## config.mk

```make
export PLATFORM = sky130hd
export DESIGN_NAME = status_led
export DESIGN_NICKNAME = d
export VERILOG_FILES = /design/src/hw/status_led_pkg.sv /design/src/hw/status_led.sv
export SDC_FILE = /design/constraint.sdc
export NUM_CORES = 1
export LEC_CHECK = 0
export BUFFER_PORTS_ARGS = -buffer_cell sky130_fd_sc_hd__buf_2
export CORE_ASPECT_RATIO = 1.25
export CORE_MARGIN = 2
export CORE_UTILIZATION = 45
export DETAILED_ROUTE_END_ITERATION = 8
export GPL_TIMING_DRIVEN = 0
export PLACE_DENSITY = 0.73
export SLEW_MARGIN = 10
export SYNTH_ARGS = -nofsm -noshare
export SYNTH_HDL_FRONTEND = slang
export SYNTH_SLANG_ARGS = --single-unit
```

## constraint.sdc

```tcl
create_clock -name clk_in -period 3 [get_ports clk_in]
set_input_delay 0 -clock clk_in [delete_from_list [all_inputs] [get_ports clk_in]]
set_output_delay 0 -clock clk_in [all_outputs]
set_load 0.05 [all_outputs]
```

## src/hw/status_led_pkg.sv

```systemverilog
// Purpose: shared constants and types for the status LED sequencer
// Assumes: 200 MHz system clock
// Notes:   fault codes follow the bit order of fault_vec_type
package status_led_pkg;

	localparam int CLK_HZ          = 200_000_000;
	localparam int FLASH_ON_MS     = 250;
	localparam int FLASH_OFF_MS    = 250;
	localparam int GROUP_PAUSE_MS  = 1500;
	localparam int SLOW_HALF_MS    = 500;
	localparam int BLANK_MS        = 50;
	localparam int MOTOR_OFF_MS    = 2000;
	localparam int ACT_HOLD_MS     = 200;
	localparam int FLASH_ON_CYC    = CLK_HZ / 1000 * FLASH_ON_MS;
	localparam int FLASH_OFF_CYC   = CLK_HZ / 1000 * FLASH_OFF_MS;
	localparam int GROUP_PAUSE_CYC = CLK_HZ / 1000 * GROUP_PAUSE_MS;
	localparam int SLOW_HALF_CYC   = CLK_HZ / 1000 * SLOW_HALF_MS;
	localparam int BLANK_CYC       = CLK_HZ / 1000 * BLANK_MS;
	localparam int MOTOR_OFF_CYC   = CLK_HZ / 1000 * MOTOR_OFF_MS;
	localparam int ACT_HOLD_CYC    = CLK_HZ / 1000 * ACT_HOLD_MS;

	localparam int NUM_FAULTS      = 11;
	localparam int CNT_W           = 32;
	localparam int CODE_W          = 4;
	localparam logic [3:0] FW_VERSION = 4'h3; // Arbitrary value

	typedef enum logic [2:0] {
		ST_VER_ON   = 3'h0,
		ST_VER_OFF  = 3'h1,
		ST_NORMAL   = 3'h3,
		ST_FLT_ON   = 3'h2,
		ST_FLT_OFF  = 3'h6,
		ST_FLT_GAP  = 3'h7
	} led_state_type;

	typedef struct packed {
		logic pan_limit_sw;
		logic pan_soft_limit;
		logic tilt_limit_sw;
		logic tilt_soft_limit;
		logic pan_oc;
		logic tilt_oc;
		logic focus_oc;
		logic panel_oc;
		logic heater_oc;
		logic bad_limit_sw;
		logic datum_fail;
		logic product_bad;
		logic supply_bad;
	} fault_in_type;

	typedef struct packed {
		logic pan_en;
		logic tilt_en;
		logic focus_en;
		logic panel_en;
		logic heater_en;
	} out_en_type;

	typedef logic [NUM_FAULTS-1:0] fault_vec_type;

endpackage : status_led_pkg

```

## src/hw/status_led.sv

```systemverilog
// Purpose: two-colour status LED sequencer and fault latch
// Assumes: fault and data inputs may be asynchronous to clk_in
// Notes:   bit n of the active vector is fault code n+1
//
// Contract
// - After reset flash green firmware-version times, then normal display.
// - Bus mode, no fault, no data: steady green.
// - Bus mode: each valid data strobe blanks green briefly.
// - Bus mode, continuous data: slow green flash.
// - DMX mode with data present: slow green flash.
// - DMX mode without data: steady green.
// - After the version flashes, any fault suppresses green; flash red fault-code times.
// - Several faults: groups in turn, pause between groups.
// - Code 1 pan limit switch or soft limit; code 2 tilt.
// - Motor overcurrent codes 3-5 disables motor for a period; latched.
// - Panel supply overcurrent switches output off until power cycle.
// - Heater overcurrent switches heater off until power cycle.
// - Code 8 when an unused limit switch input goes active.
// - Code 9 when datum procedure fails.
// - Code 10 when product type unset or corrupt.
// - Code 11 when supply voltage outside window.
`timescale 1ns/10ps
`default_nettype none
module status_led
	import status_led_pkg::*;
#(
	parameter int FLASH_ON    = FLASH_ON_CYC,
	parameter int FLASH_OFF   = FLASH_OFF_CYC,
	parameter int GROUP_PAUSE = GROUP_PAUSE_CYC,
	parameter int SLOW_HALF   = SLOW_HALF_CYC,
	parameter int BLANK       = BLANK_CYC,
	parameter int MOTOR_OFF   = MOTOR_OFF_CYC,
	parameter int ACT_HOLD    = ACT_HOLD_CYC
) (
	input  wire logic         clk_in,
	input  wire logic         resetn_in,
	input  wire fault_in_type faults_in,
	input  wire logic         data_valid_in,
	input  wire logic         dmx_mode_in,
	output logic              led_green_out,
	output logic              led_red_out,
	output out_en_type        out_en_out,
	output fault_vec_type     faults_out
);

	// Elaboration checks: a zero period would cut phases to one cycle or disable blank and hold
	if (FLASH_ON < 1) begin : g_bad_on
		$error("FLASH_ON must be at least 1");
	end
	if (FLASH_OFF < 1) begin : g_bad_off
		$error("FLASH_OFF must be at least 1");
	end
	if (GROUP_PAUSE < 1) begin : g_bad_pause
		$error("GROUP_PAUSE must be at least 1");
	end
	if (SLOW_HALF < 1) begin : g_bad_slow
		$error("SLOW_HALF must be at least 1");
	end
	if (BLANK < 1) begin : g_bad_blank
		$error("BLANK must be at least 1");
	end
	if (MOTOR_OFF < 1) begin : g_bad_motor
		$error("MOTOR_OFF must be at least 1");
	end
	if (ACT_HOLD < 1) begin : g_bad_hold
		$error("ACT_HOLD must be at least 1");
	end
	// Zero would wrap the flash counter to fifteen, giving sixteen flashes
	if (FW_VERSION == '0) begin : g_bad_version
		$error("FW_VERSION must be at least 1");
	end
	if (NUM_FAULTS >= (1 << CODE_W)) begin : g_bad_codes
		$error("fault codes do not fit the code counter");
	end

	typedef struct packed {
		fault_in_type        sync1;
		fault_in_type        sync2;
		logic [2:0]          dv_sync;
		logic                dmx1;
		logic                dmx2;
		led_state_type       state;
		logic [CNT_W-1:0]    timer;
		logic [CODE_W-1:0]   flashes;
		logic [CODE_W-1:0]   code;
		logic [CNT_W-1:0]    blank_cnt;
		logic [CNT_W-1:0]    act_cnt;
		logic [CNT_W-1:0]    burst_cnt;
		logic [CNT_W-1:0]    slow_cnt;
		logic                slow_phase;
		logic [2:0]          motor_latch;
		logic [2:0][CNT_W-1:0] motor_cnt;
		logic                panel_trip;
		logic                heater_trip;
		logic                green;
		logic                red;
		out_en_type          en;
		fault_vec_type       fv;
	} state_type;

	state_type s;
	state_type next_s;

	// Next active fault code strictly after cur, wrapping; 0 when none
	function automatic logic [CODE_W-1:0] next_code(
		input fault_vec_type     v,
		input logic [CODE_W-1:0] cur
	);
		logic [CODE_W-1:0] r;
		logic [CODE_W-1:0] c;
		r = '0;
		for (int i = NUM_FAULTS; i >= 1; i--) begin
			c = CODE_W'(i);
			if (v[i-1] && c > cur)
				r = c;
		end
		if (r == '0) begin
			for (int i = NUM_FAULTS; i >= 1; i--) begin
				if (v[i-1])
					r = CODE_W'(i);
			end
		end
		return r;
	endfunction : next_code

	function automatic logic [CNT_W-1:0] dec(input logic [CNT_W-1:0] x);
		return (x == '0) ? '0 : x - CNT_W'(1);
	endfunction : dec

	fault_vec_type fvec;
	logic          dv_pulse;
	logic          any_fault;

	always_comb begin
		next_s = s;
		fvec = '0;
		next_s.sync1 = faults_in;
		next_s.sync2 = s.sync1;
		next_s.dv_sync = {s.dv_sync[1:0], data_valid_in};
		next_s.dmx1 = dmx_mode_in;
		next_s.dmx2 = s.dmx1;
		dv_pulse = s.dv_sync[1] & ~s.dv_sync[2];

		// Motor trips: disable for a period, indication held while latched
		for (int m = 0; m < 3; m++) begin
			next_s.motor_cnt[m] = dec(s.motor_cnt[m]);
			if (s.motor_cnt[m] == CNT_W'(1) || s.motor_cnt[m] == '0)
				next_s.motor_latch[m] = s.motor_latch[m] &
				                        (s.motor_cnt[m] != '0);
		end
		if (s.sync2.pan_oc) begin
			next_s.motor_latch[0] = 1'b1;
			next_s.motor_cnt[0] = CNT_W'(MOTOR_OFF);
		end
		if (s.sync2.tilt_oc) begin
			next_s.motor_latch[1] = 1'b1;
			next_s.motor_cnt[1] = CNT_W'(MOTOR_OFF);
		end
		if (s.sync2.focus_oc) begin
			next_s.motor_latch[2] = 1'b1;
			next_s.motor_cnt[2] = CNT_W'(MOTOR_OFF);
		end
		// Only reset clears these; power cycle is the only restore
		if (s.sync2.panel_oc)
			next_s.panel_trip = 1'b1;
		if (s.sync2.heater_oc)
			next_s.heater_trip = 1'b1;
		next_s.en.pan_en    = ~next_s.motor_latch[0];
		next_s.en.tilt_en   = ~next_s.motor_latch[1];
		next_s.en.focus_en  = ~next_s.motor_latch[2];
		next_s.en.panel_en  = ~next_s.panel_trip;
		next_s.en.heater_en = ~next_s.heater_trip;

		fvec[0]  = s.sync2.pan_limit_sw | s.sync2.pan_soft_limit;
		fvec[1]  = s.sync2.tilt_limit_sw | s.sync2.tilt_soft_limit;
		fvec[2]  = s.motor_latch[0];
		fvec[3]  = s.motor_latch[1];
		fvec[4]  = s.motor_latch[2];
		fvec[5]  = s.panel_trip;
		fvec[6]  = s.heater_trip;
		fvec[7]  = s.sync2.bad_limit_sw;
		fvec[8]  = s.sync2.datum_fail;
		fvec[9]  = s.sync2.product_bad;
		fvec[10] = s.sync2.supply_bad;
		next_s.fv = fvec;
		any_fault = |fvec;

		// Activity tracking; a strobe gap below ACT_HOLD counts as continuous
		next_s.blank_cnt = dec(s.blank_cnt);
		next_s.act_cnt = dec(s.act_cnt);
		if (dv_pulse) begin
			next_s.blank_cnt = CNT_W'(BLANK);
			next_s.act_cnt = CNT_W'(ACT_HOLD);
			next_s.burst_cnt = (s.act_cnt != '0) ?
			                   s.burst_cnt + CNT_W'(1) : '0;
		end else if (s.act_cnt == '0) begin
			next_s.burst_cnt = '0;
		end
		next_s.slow_cnt = dec(s.slow_cnt);
		if (s.slow_cnt == '0) begin
			next_s.slow_cnt = CNT_W'(SLOW_HALF);
			next_s.slow_phase = ~s.slow_phase;
		end

		next_s.timer = dec(s.timer);
		next_s.green = 1'b0;
		next_s.red = 1'b0;
		case (s.state)
		ST_VER_ON: begin
			next_s.green = 1'b1;
			if (s.timer == '0) begin
				next_s.state = ST_VER_OFF;
				next_s.timer = CNT_W'(FLASH_OFF);
				next_s.flashes = s.flashes - CODE_W'(1);
				next_s.green = 1'b0;
			end
		end
		ST_VER_OFF: begin
			if (s.timer == '0) begin
				if (s.flashes == '0) begin
					next_s.state = ST_NORMAL;
				end else begin
					next_s.state = ST_VER_ON;
					next_s.timer = CNT_W'(FLASH_ON);
					next_s.green = 1'b1;
				end
			end
		end
		ST_NORMAL: begin
			if (any_fault) begin
				next_s.code = next_code(fvec, '0);
				next_s.flashes = next_code(fvec, '0);
				next_s.state = ST_FLT_ON;
				next_s.timer = CNT_W'(FLASH_ON);
				next_s.red = 1'b1;
			end else if (s.dmx2) begin
				// Slow flash while DMX frames arrive, else steady
				next_s.green = (s.act_cnt != '0) ?
				               s.slow_phase : 1'b1;
			end else if (s.burst_cnt > CNT_W'(2)) begin
				next_s.green = s.slow_phase;
			end else begin
				next_s.green = (s.blank_cnt == '0);
			end
		end
		ST_FLT_ON: begin
			next_s.red = 1'b1;
			if (s.timer == '0) begin
				next_s.red = 1'b0;
				next_s.flashes = s.flashes - CODE_W'(1);
				next_s.state = ST_FLT_OFF;
				next_s.timer = CNT_W'(FLASH_OFF);
			end
		end
		ST_FLT_OFF: begin
			if (s.timer == '0) begin
				if (s.flashes == '0) begin
					next_s.state = ST_FLT_GAP;
					next_s.timer = CNT_W'(GROUP_PAUSE);
				end else begin
					next_s.state = ST_FLT_ON;
					next_s.timer = CNT_W'(FLASH_ON);
					next_s.red = 1'b1;
				end
			end
		end
		ST_FLT_GAP: begin
			if (s.timer == '0) begin
				if (!any_fault) begin
					next_s.state = ST_NORMAL;
				end else begin
					next_s.code = next_code(fvec, s.code);
					next_s.flashes = next_code(fvec, s.code);
					next_s.state = ST_FLT_ON;
					next_s.timer = CNT_W'(FLASH_ON);
					next_s.red = 1'b1;
				end
			end
		end
		default: begin
			next_s.state = ST_NORMAL;
		end
		endcase
	end

	always_ff @(posedge clk_in or negedge resetn_in) begin
		if (!resetn_in) begin
			s <= '0;
			s.state <= ST_VER_ON;
			s.timer <= CNT_W'(FLASH_ON);
			s.flashes <= FW_VERSION;
			s.en <= '1;
		end else begin
			s <= next_s;
		end
	end

	assign led_green_out = s.green;
	assign led_red_out   = s.red;
	assign out_en_out    = s.en;
	assign faults_out    = s.fv;

endmodule : status_led
`default_nettype wire

```

# Word-level counts from Yosys, hierarchy flattened
# Index checks and enable logic that the tools add are counted.
classes:
  eq_ne: 15
  muxes: 99
  div: 0
  order_cmp: 12
  n_addsub: 9
  n_reduce_logical: 36
  bitwise_logic: 13
  shift: 0
  multipliers: 0
op_table:
  columns: ["cell", "n"]
  rows:
  - ["32-bit 2-to-1 mux", 13]
  - ["32-bit zero test", 7]
  - ["32-bit by 1-bit subtractor with 32-bit output (second input constant)", 7]
  - ["4-bit 2-to-1 mux", 51]
  - ["32-bit one-hot mux with 6 select lines", 1]
  - ["32-bit nonzero test", 4]
  - ["35-bit 2-to-1 mux", 3]
  - ["32-bit by 1-bit == test with 1-bit output (second input constant)", 3]
  - ["43-bit 2-to-1 mux", 2]
  - ["39-bit 2-to-1 mux", 2]
  - ["64-bit 2-to-1 mux", 1]
  - ["40-bit 2-to-1 mux", 1]
  - ["33-bit 2-to-1 mux", 1]
  - ["32-bit by 1-bit adder with 32-bit output (second input constant)", 1]
  - ["32-bit by 2-bit greater-than comparator with 1-bit output (second input constant)", 1]
  - ["1-bit 2-to-1 mux", 18]
  - ["3-bit one-hot mux with 6 select lines", 1]
  - ["3-bit by 4-bit greater-than comparator with 1-bit output (first input constant)", 4]
  - ["4-bit greater-than comparator (first input constant)", 4]
  - ["4-bit one-hot mux with 4 select lines", 1]
  - ["2-bit inequality test (second input constant)", 7]
  - ["4-bit zero test", 3]
  - ["6-bit AND reduction", 2]
  - ["1-bit logical AND", 11]
  - ["other kinds (19)", 35]
word_totals:
  latchBits: 0
  mem_bits_rw: 0
  ff_bits: 322
  word_cells: 236
  input_bits: 17
  rom_bits: 0
  mem_count: 0
  out_inout_bits: 18

# Depth between registers and ports, before layout
# Gate-level depths: netlist (run 1).
depth:
  depth_word: 31
  mapped_depth: 11
  depth_no_buf: 9

# Worst setup path after synthesis (run 1)
# OpenSTA, ideal clock, no wires.
synth_timing:
  path_kind: "register to register"
  from: "reg s[216] (netlist bit)"
  to: "reg s[238] (netlist bit)"
  slack_ps: 376
  arrival_time_ps: 2503
  path_stages_with_launch: 12
  setup_ps: 121
  path_buffers: 2
  required_ps: 2879
  path_cell_list: "dfrtp_1 > inv_1 > ha_1 > or4b_1 > clkbuf_1 > nor4_2 > nand4_1 > nor4_4 > inv_2 > nand2_1 > buf_2 > nor2_1"
synth_rtl:
  columns: ["item", "line", "source"]
  rows:
  - ["start: declaration", "status_led.sv:101", "state_type s;"]
  - ["start signal: assignment", "status_led.sv:294", "s <= next_s;"]

==> results.toml, run 1 <==
[synth]
syn_nets = 1563
synth_seq_cells = 322
synth_enable_flop_cells = 0
yosys.area.top_type = "dfrtp_1"
synth_area_per_cell_sq_um = 10.1
yosys-top-cells-count = "dfrtp_1 (303), nor2_1 (266), xnor2_1 (107)"
synth_area_leaders = "dfrtp_1 (49%), nor2_1 (6.5%), xnor2_1 (6.1%), xor2_1 (5.9%), dfstp_2 (3.2%)"
yosysMostFrequentCell = "dfrtp_1"
ys_async_sr_fraction = 1.00
synthDistinctLibCells = 80
yosys_warnings = 0
syn_inst = 1531
synth_top_area_share = 0.493
yosysSeqAreaShare = 0.525
netlist_area_sq_um = 15400
synthFlopType = "dfrtp_1"

[drt]
first_pass_iters = 5
vias_per_cell = 5.36
drt_iter0_drc = 621
detail-route-antenna-nets = 0
vias = 11122
route.detailed.drc = 0
wl_per_cell_um = 14.4
finalWirelength_mm = 29.8

[floorplanning]
core_sq_um = 33600
start_util = 0.458
die_w_um = 169
dieArea_sq_um = 35700
pin_count = 35
die_y_um = 211
rows = 75

[place]
post_dp_cell_area_sq_um = 16200
io_buffers = 34
post-place-ws_ns = -0.189
gp_congestion = 0.783
place_inst = 1991
dp_hpwl_mm = 20.0

[timing]
fmax_mhz = 348
whs_ns = 0.0876
final-setup-viol-count = 0
fin_crit_sh = 0.959
rsz0062_at_grt = "no"
worst_pin_slew_ns = 0.904
fin_tns_setup_ns = 0
timing.final.ws_setup_ns = 0.122
fin_crit_ns = 2.88
finalHoldViolations = 0
max-slew-margin-rel = 0.392
finalMaxSlewViolations = 0
skew_ns = 0.0163

[worst_setup_path]
crit_arrival_ns = 3.31
cp_top_family = "simple AND/OR/NAND/NOR gates"
worst_setup_path_start_kind = "register"
worstPathMaxFanout = 7
cp_slowest_cell = "or4_1"
crit_required_ns = 3.43
cp_num_buf_inv = 1
path_class = "register to register"
critPathMaxStageDelay_ns = 0.60
crit_path_end_kind = "register"
crit_chain = "or4_1, nor3_1, nand4_1, nor4_4, buf_4, nand2_1, o21ai_0, a31o_1"

[job]
maxCapViolCount = 0

[global_routing]
grt_max_degree = 113
grtUsageTotal = 0.171
overflow = 0
grt_pass1_vias = 11098
grt_antenna_before_repair = 0
grt_pass1_wl_mm = 51.7

[clock_tree]
tritoncts = "done"
cts_buffer_depth = 3
clkTransAtPathRegs_ns = 0.06
cts_sinks = 322
numCtsBuffers = 36
root_buffer = "clkbuf_16"
htreeDepth = 2
clock_latency_ns = 0.51

[final_layout]
diodes = 0
final_nets = 1660
fin_cells = 2075
syn2layout_area_growth_pct = 14.4
drive_gt1_frac = 0.116
fillers = 2983
fin_area_sq_um = 17600

[power]
p_per_area_nw_per_um2 = 589
p_leak_nw = 7.24
ir_worst_vdd_mv = 0.330

[run_status]
status = "finished, final reports clean"

[worst_hold_path]
hp-class = "input port to asynchronous set/reset pin"
==> worst reg2reg max path, cell delays in order (launching register included) <==
cell,delay (ns)
dfrtp_1,0.42
or4_1,0.60
nor3_1,0.41
nand4_1,0.30
nor4_4,0.47
buf_4,0.23
nand2_1,0.06
o21ai_0,0.12
a31o_1,0.19
==> timing repair <==
item | in CTS | in global routing
resized for setup | 2 | 12
setup endpoints to repair | 48 | 94
endpoints found under the hold margin | 126 | 0
pin swaps | 1 | 5
hold buffers | 16 | 0
setup buffers | 2 | 5
==> state kept, by name, summed over array words and instances, names as in the netlist <==
register	cells
led_red_out	1
s	279
out_en_out	5
faults_out	11
next_s	16
led_green_out	1
fvec	9
==> per-stage QoR <==
step / util / total power [mW]
6_report: 0.524 / 10.4
3_5_place_dp: 0.482 / 6.19
5_1_grt: 0.524 / 10.9
2_1_floorplan: - / 5.85
4_1_cts: 0.521 / 10.5
3_3_place_gp: 0.479 / 6.13
==> path summary, 6_finish.rpt <==
| kind | startpoint | cells after the start | to | slack (ns) |
|---|---|---|---|---|
| worst max-delay path | s[229]$_DFF_PN0_ | 8 | led_green_out$_DFF_PN0_ | 0.12 |
| worst min-delay path | resetn_in | 3 | s[53]$_DFF_PN0_ | 0.09 |
| worst max register to register | s[229]$_DFF_PN0_ | 8 | led_green_out$_DFF_PN0_ | 0.12 |
| worst min register to register | next_s[304]$_DFF_PN0_ | 0 | s[304]$_DFF_PN0_ | 0.34 |
| max in group asynchronous | resetn_in | 5 | s[228]$_DFF_PN0_ | 1.57 |
| min in group clk_in | data_valid_in | 2 | next_s[294]$_DFF_PN0_ | 0.13 |
==> cell usage in the layout, fill, tap and decap left out, types with 9 or more instances in the layout <==
cell	instances
buf_2	41
nand2b_1	13
nand3_1	31
nor2b_1	13
o21bai_1	12
clkbuf_1	41
nor4_1	47
a31oi_1	13
and3_1	12
clkbuf_16	37
inv_1	37
dfrtp_1	303
buf_4	25
xnor2_1	107
a21o_1	23
xor2_1	104
clkbuf_8	9
nand2_1	89
nor2_1	265
o21ai_0	47
nand4_1	18
or3_1	30
dfstp_2	19
nor3_1	71
ha_1	15
a21oi_1	38
nand3b_1	10
dlygate4sd3_1	16
or4_1	25
o31ai_1	12
==> where the power goes <==
| group | leakage, nW | internal (mW) | switching (mW) | total (mW) |
|---|---|---|---|---|
| combinational | 2.80 | 0.521 | 0.662 | 1.18 |
| clock | 0.569 | 2.57 | 1.67 | 4.23 |
| sequential | 3.87 | 4.65 | 0.309 | 4.95 |
==> layout make-up <==
class	instances	area, sq um	share of cell area
Inverter	40	150	0.00853
Buffer	61	318	0.0181
Timing Repair Buffer	60	475	0.0270
Sequential cell	322	8080	0.459
Tap cell	423	529	0.0301
Multi-Input combinational cell	1107	6900	0.392
Clock inverter	7	63.8	0.00363
Clock buffer	55	1080	0.0616
==> cell families (layout without fill, tap and decap cells) <==
kind of cell / count (synthesis) / after routing / share of synthesized area
buffers and inverters: 102 / 223 / 0.0303
AO/OA/AOI/OAI: 193 / 193 / 0.0820
multiplexers: 3 / 3 / 0.00203
flip-flops: 322 / 322 / 0.525
XOR/XNOR: 211 / 211 / 0.120
adder cells (fa/ha/maj): 15 / 15 / 0.0122
AND/OR/NAND/NOR: 685 / 685 / 0.228
==> routing by layer <==
metal | GRT usage | share of wire
met1 | 0.226 | 0.46
met2 | 0.294 | 0.50
met3 | 0.0244 | 0.030
met4 | 0.0472 | 0.017
met5 | 0 | 0
Power figures use the tool's default switching activity.
==> inputs of run 2 (changes only) <==
CORE_UTILIZATION = 28   (was 45)
GPL_ROUTABILITY_DRIVEN = 0   (was unset)
PLACE_DENSITY = 0.54   (was 0.73)
==> results.toml, run 2 (synthesized netlist as in run 1, its figures left out) <==
[run_status]
status = "finished, final reports clean"

[final_layout]
fin_cells = 2394
diodes = 0
final_nets = 1664
fin_area_sq_um = 18100
final_common_cell = "dfrtp_1"
largest_register_ffs = 279
largest_register = "s"
fillers = 5595
drive_gt1_frac = 0.119
syn2layout_area_growth_pct = 17.7
layout_common_cells = "dfrtp_1 (303), nor2_1 (266), xnor2_1 (107)"
fin_util = 0.331

[worst_setup_path]
worstPathMaxFanout = 5
crit_path_end_kind = "register"
cp_slowest_cell = "or4_1"
crit_required_ns = 3.47
crit_arrival_ns = 3.32
worst_setup_path_start_kind = "register"
reg2reg_depth = 8
critPathMaxStageDelay_ns = 0.60
path_class = "register to register"
crit_chain = "or4_1, nor3_1, nand4_1, nor4_4, buf_4, nand2_1, o21ai_2, a31o_1"

[power]
ir_worst_vdd_mv = 0.325
p_per_area_nw_per_um2 = 594
intPower_mw = 7.95
p_total_mw = 10.8
combPwrFrac = 0.112
p_leak_nw = 7.30
clkPwrFrac = 0.427
pwr-share-seq = 0.461
power_switching_mw = 2.81
sw_frac_of_total = 0.261

[global_routing]
grt_max_degree = 104
grt_pass1_vias = 11493
grtUsageTotal = 0.121
grt_pass1_wl_mm = 56.7
overflow = 0
grt_antenna_before_repair = 0

[clock_tree]
tritoncts = "done"
htreeDepth = 2
cts_buffer_depth = 3
cts_sinks = 322
clock_latency_ns = 0.55
clkTransAtPathRegs_ns = 0.05
root_buffer = "clkbuf_16"
numCtsBuffers = 38

[timing]
fin_crit_ns = 2.85
whs_ns = 0.0350
rsz0062_at_grt = "no"
fin_crit_sh = 0.948
max-slew-margin-rel = 0.420
fin_tns_setup_ns = 0
skew_ns = 0.0194
worst_pin_slew_ns = 0.862
finalMaxSlewViolations = 0
fmax_mhz = 351
final-setup-viol-count = 0
timing.final.ws_setup_ns = 0.155
finalHoldViolations = 0

[floorplanning]
start_util = 0.282
rows = 96
die_w_um = 214
core_sq_um = 54700
pin_count = 35
die_y_um = 266
dieArea_sq_um = 56900

[drt]
vias = 11178
wl_per_cell_um = 13.7
finalWirelength_mm = 32.8
drt_iter0_drc = 490
detail-route-antenna-nets = 0
vias_per_cell = 4.67
route.detailed.drc = 0
first_pass_iters = 5

[worst_hold_path]
hp-class = "input port to asynchronous set/reset pin"

[place]
io_buffers = 34
post_dp_cell_area_sq_um = 16600
post-place-ws_ns = -0.256
dp_hpwl_mm = 22.1
place_inst = 2303

[job]
maxCapViolCount = 0
-- run 2: changes by cell type in the layout (fill, tap and decap cells not counted), moves of 2 or more --
cell | previous run | this run
nor3_1 | 71 | 69
inv_6 | 0 | 2
nor3_2 | 4 | 6
clkbuf_16 | 37 | 39
-- run 2: metal layers --
layer / up-vias / share of wire / GRT usage
li1: 5470 / - / -
met1: 5511 / 0.45 / 0.153
met2: 144 / 0.49 / 0.205
met3: 53 / 0.036 / 0.0233
met4: 0 / 0.023 / 0.0398
met5: - / 0 / 0
-- run 2: layout make-up --
class / instances / area, sq um / area share
Buffer: 62 / 323 / 0.0178
Clock buffer: 58 / 1140 / 0.0628
Clock inverter: 9 / 103 / 0.00567
Inverter: 40 / 150 / 0.00829
Multi-Input combinational cell: 1107 / 6900 / 0.381
Sequential cell: 322 / 8080 / 0.446
Tap cell: 735 / 920 / 0.0508
Timing Repair Buffer: 61 / 495 / 0.0274
-- run 2: power by group through the flow --
stage / Clock (mW) / Combinational, mW / Sequential [mW]
final: 4.59 / 1.21 / 4.96
after global placement: 0 / 1.15 / 5.02
after CTS: 4.76 / 1.22 / 4.96
after floorplan: 0 / 0.894 / 4.96
after detailed placement: 0 / 1.19 / 5.03
after global routing: 4.93 / 1.40 / 5.01
-- run 2: worst paths after layout --
path | startpoint | to | slack [ns]
min in group clk_in | faults_in[1] | next_s[297]$_DFF_PN0_ | 0.09
max in group asynchronous | resetn_in | out_en_out[1]$_DFF_PN1_ | 1.99
max reg2reg | s[229]$_DFF_PN0_ | led_green_out$_DFF_PN0_ | 0.15
max | s[229]$_DFF_PN0_ | led_green_out$_DFF_PN0_ | 0.15
min | resetn_in | s[86]$_DFF_PN0_ | 0.03
min reg2reg | next_s[294]$_DFF_PN0_ | next_s[295]$_DFF_PN0_ | 0.34
-- run 2: critical path, delay by kind of cell, from the launching register on --
kind | cells | cell delay, ns
AND/OR/NAND/NOR | 5 | 1.85
flip-flops | 1 | 0.42
buffers and inverters | 1 | 0.18
AO/OA/AOI/OAI | 2 | 0.33
-- run 2: what timing repair did --
| item | CTS | global route |
|---|---|---|
| buffers inserted | 2 | 5 |
| resized for setup | 2 | 16 |
| hold endpoints to repair | 230 | 0 |
| endpoints found under the setup margin | 54 | 90 |
| hold buffers | 17 | 0 |
| pin swaps | 1 | 6 |
==> inputs of run 3 (changes only) <==
ABC_AREA = 1   (was unset)
ABC_CLOCK_PERIOD_IN_PS = 3000   (was unset)
==> results.toml, run 3 <==
[power]
p_per_area_nw_per_um2 = 560
intPower_mw = 8.14
pwr-share-seq = 0.435
power_switching_mw = 3.07
ir_worst_vdd_mv = 0.405
clkPwrFrac = 0.438
combPwrFrac = 0.126
p_leak_nw = 8.79
sw_frac_of_total = 0.274

[global_routing]
overflow = 0
grt_max_degree = 106
grt_pass1_vias = 14027
grt_pass1_wl_mm = 65.6
grtUsageTotal = 0.122
grt_antenna_before_repair = 0

[clock_tree]
clkTransAtPathRegs_ns = 0.06
root_buffer = "clkbuf_16"
tritoncts = "done"
numCtsBuffers = 37
clock_latency_ns = 0.55
cts_buffer_depth = 3
post_cts_resized = 0
cts_sinks = 322
htreeDepth = 2

[drt]
vias = 13828
detail-route-antenna-nets = 0
drt_iter0_drc = 639
finalWirelength_mm = 37.6
vias_per_cell = 4.50
route.detailed.drc = 0
first_pass_iters = 5
wl_per_cell_um = 12.2

[final_layout]
diodes = 0
fin_util = 0.329
syn2layout_area_growth_pct = 16.2
final_common_cell = "nor2_1"
final_nets = 2249
largest_register = "s"
drive_gt1_frac = 0.123
fin_area_sq_um = 20000
layout_common_cells = "nor2_1 (437), dfrtp_1 (303), inv_1 (283)"
largest_register_ffs = 279

[worst_setup_path]
crit_path_end_kind = "register"
crit_required_ns = 3.45
worstPathMaxFanout = 8
crit_top_cell = "inv_1"
crit_chain = "inv_1, ha_1, inv_1, nor2_1, nand3_1, nor2_1, nand4_2, inv_2, nor2_1, nor2_1, inv_1, nor2_4, o31ai_1, inv_1, nand3_1, nand2_1, inv_1"
crit_arrival_ns = 3.09
cp_top_family = "simple AND/OR/NAND/NOR gates"
critPathMaxStageDelay_ns = 0.38
path_class = "register to register"
cp_slowest_cell = "dfrtp_1"
worst_setup_path_start_kind = "register"
cp_num_buf_inv = 6

[synth]
synth_area_leaders = "dfrtp_1 (44%), nor2_1 (9.5%), inv_1 (6.2%), nand2_1 (6.0%), xor2_1 (3.7%)"
yosysMostFrequentCell = "nor2_1"
yosysSeqAreaShare = 0.469
synthFlopType = "dfrtp_1"
synthDistinctLibCells = 63
synth_enable_flop_cells = 0
syn_nets = 2156
yosys.area.top_type = "dfrtp_1"
synth_area_per_cell_sq_um = 8.11
yosys-top-cells-count = "nor2_1 (437), dfrtp_1 (303), inv_1 (283)"
yosys_warnings = 0
ys_async_sr_fraction = 1.00
netlist_area_sq_um = 17200
synth_top_area_share = 0.440
syn_inst = 2124
synth_seq_cells = 322

[timing]
finalMaxSlewViolations = 0
max-slew-margin-rel = 0.461
final-setup-viol-count = 0
fmax_mhz = 378
finalHoldViolations = 0
fin_crit_sh = 0.881
whs_ns = 0.00265
rsz0062_at_grt = "no"
fin_crit_ns = 2.64
skew_ns = 0.0286
worst_pin_slew_ns = 0.801

[place]
dp_hpwl_mm = 26.9
post_dp_cell_area_sq_um = 18500
io_buffers = 34

[floorplanning]
rows = 101
dieArea_sq_um = 63500
core_sq_um = 60800
die_y_um = 281
pin_count = 35
die_w_um = 226
start_util = 0.283

[job]
maxCapViolCount = 0

[worst_hold_path]
hp-class = "input port to asynchronous set/reset pin"

[run_status]
status = "finished, final reports clean"
[run 3: worst reg2reg max path, stage by stage (launching register included)]
cell and delay [ns]:
dfrtp_1 0.38, inv_1 0.09, ha_1 0.22, inv_1 0.08, nor2_1 0.13, nand3_1 0.17, nor2_1 0.23, nand4_2 0.29
inv_2 0.21, nor2_1 0.07, nor2_1 0.08, inv_1 0.10, nor2_4 0.19, o31ai_1 0.10, inv_1 0.06, nand3_1 0.07
nand2_1 0.07, inv_1 0.04
[run 3: repair_timing]
action | 4_1_cts | 5_1_grt
buffers inserted | 0 | 0
hold endpoints to repair | 128 | 0
hold buffers | 17 | 0
[run 3: cell type report]
type                       instances  area, sq um
buffer                            38          219
clock buffer                      46         1030
clock inverter                    22          298
fill                            6329        40800
inverter                         309         1160
multi-input combinational       1455         7770
sequential                       322         8080
tap                              824         1030
timing repair buffer              54          433
[run 3: path summary, 6_finish.rpt]
path                                       start                    end  slack [ns]  cells after the start
max                             s[256]$_DFF_PN0_     s[255]$_DFFE_PN0P_        0.36                     17
min                                    resetn_in        s[70]$_DFF_PN0_       0.003                      3
max reg2reg                     s[256]$_DFF_PN0_     s[255]$_DFFE_PN0P_        0.36                     17
min reg2reg                next_s[302]$_DFF_PN0_       s[302]$_DFF_PN0_        0.34                      0
max in group asynchronous              resetn_in       s[281]$_DFF_PN1_        1.96                      4
min in group clk_in                faults_in[12]  next_s[308]$_DFF_PN0_        0.09                      2
[run 3: routing by layer]
layer,track usage,vias up,share of wire
met3,0.0150,68,0.031
met4,0.0450,0,0.025
met5,0,-,0
met2,0.223,164,0.50
met1,0.146,6590,0.44
li1,-,7006,-
[run 3: kinds of logic after synthesis]
logic type               Yosys count  share of synthesized area
AO/OA/AOI/OAI                    244                     0.0797
AND/OR/NAND/NOR                 1065                      0.294
buffers and inverters            347                     0.0801
adder cells (fa/ha/maj)           15                     0.0109
XOR/XNOR                         131                     0.0666
flip-flops                       322                      0.469
[run 3: power by group through the flow]
stage,sequential [mW],clock (mW),combinational (mW)
floorplan,4.90,0,1.09
global placement,4.95,0,1.37
detailed placement,4.96,0,1.41
CTS,4.88,5.08,1.44
global route,4.92,5.27,1.65
finish,4.88,4.91,1.42
[run 3: through the flow]
stage	total power [mW]	instances	setup TNS, ns	worst slack [ns]
after floorplan	5.99	2124	0	0.842
after global placement	6.32	2982	-1378.97	-4.44
after detailed placement	6.37	2985	0	0.312
after CTS	11.4	3070	0	0.333
after global routing	11.8	3070	0	0.0573
final	11.2	3070	0	0.356
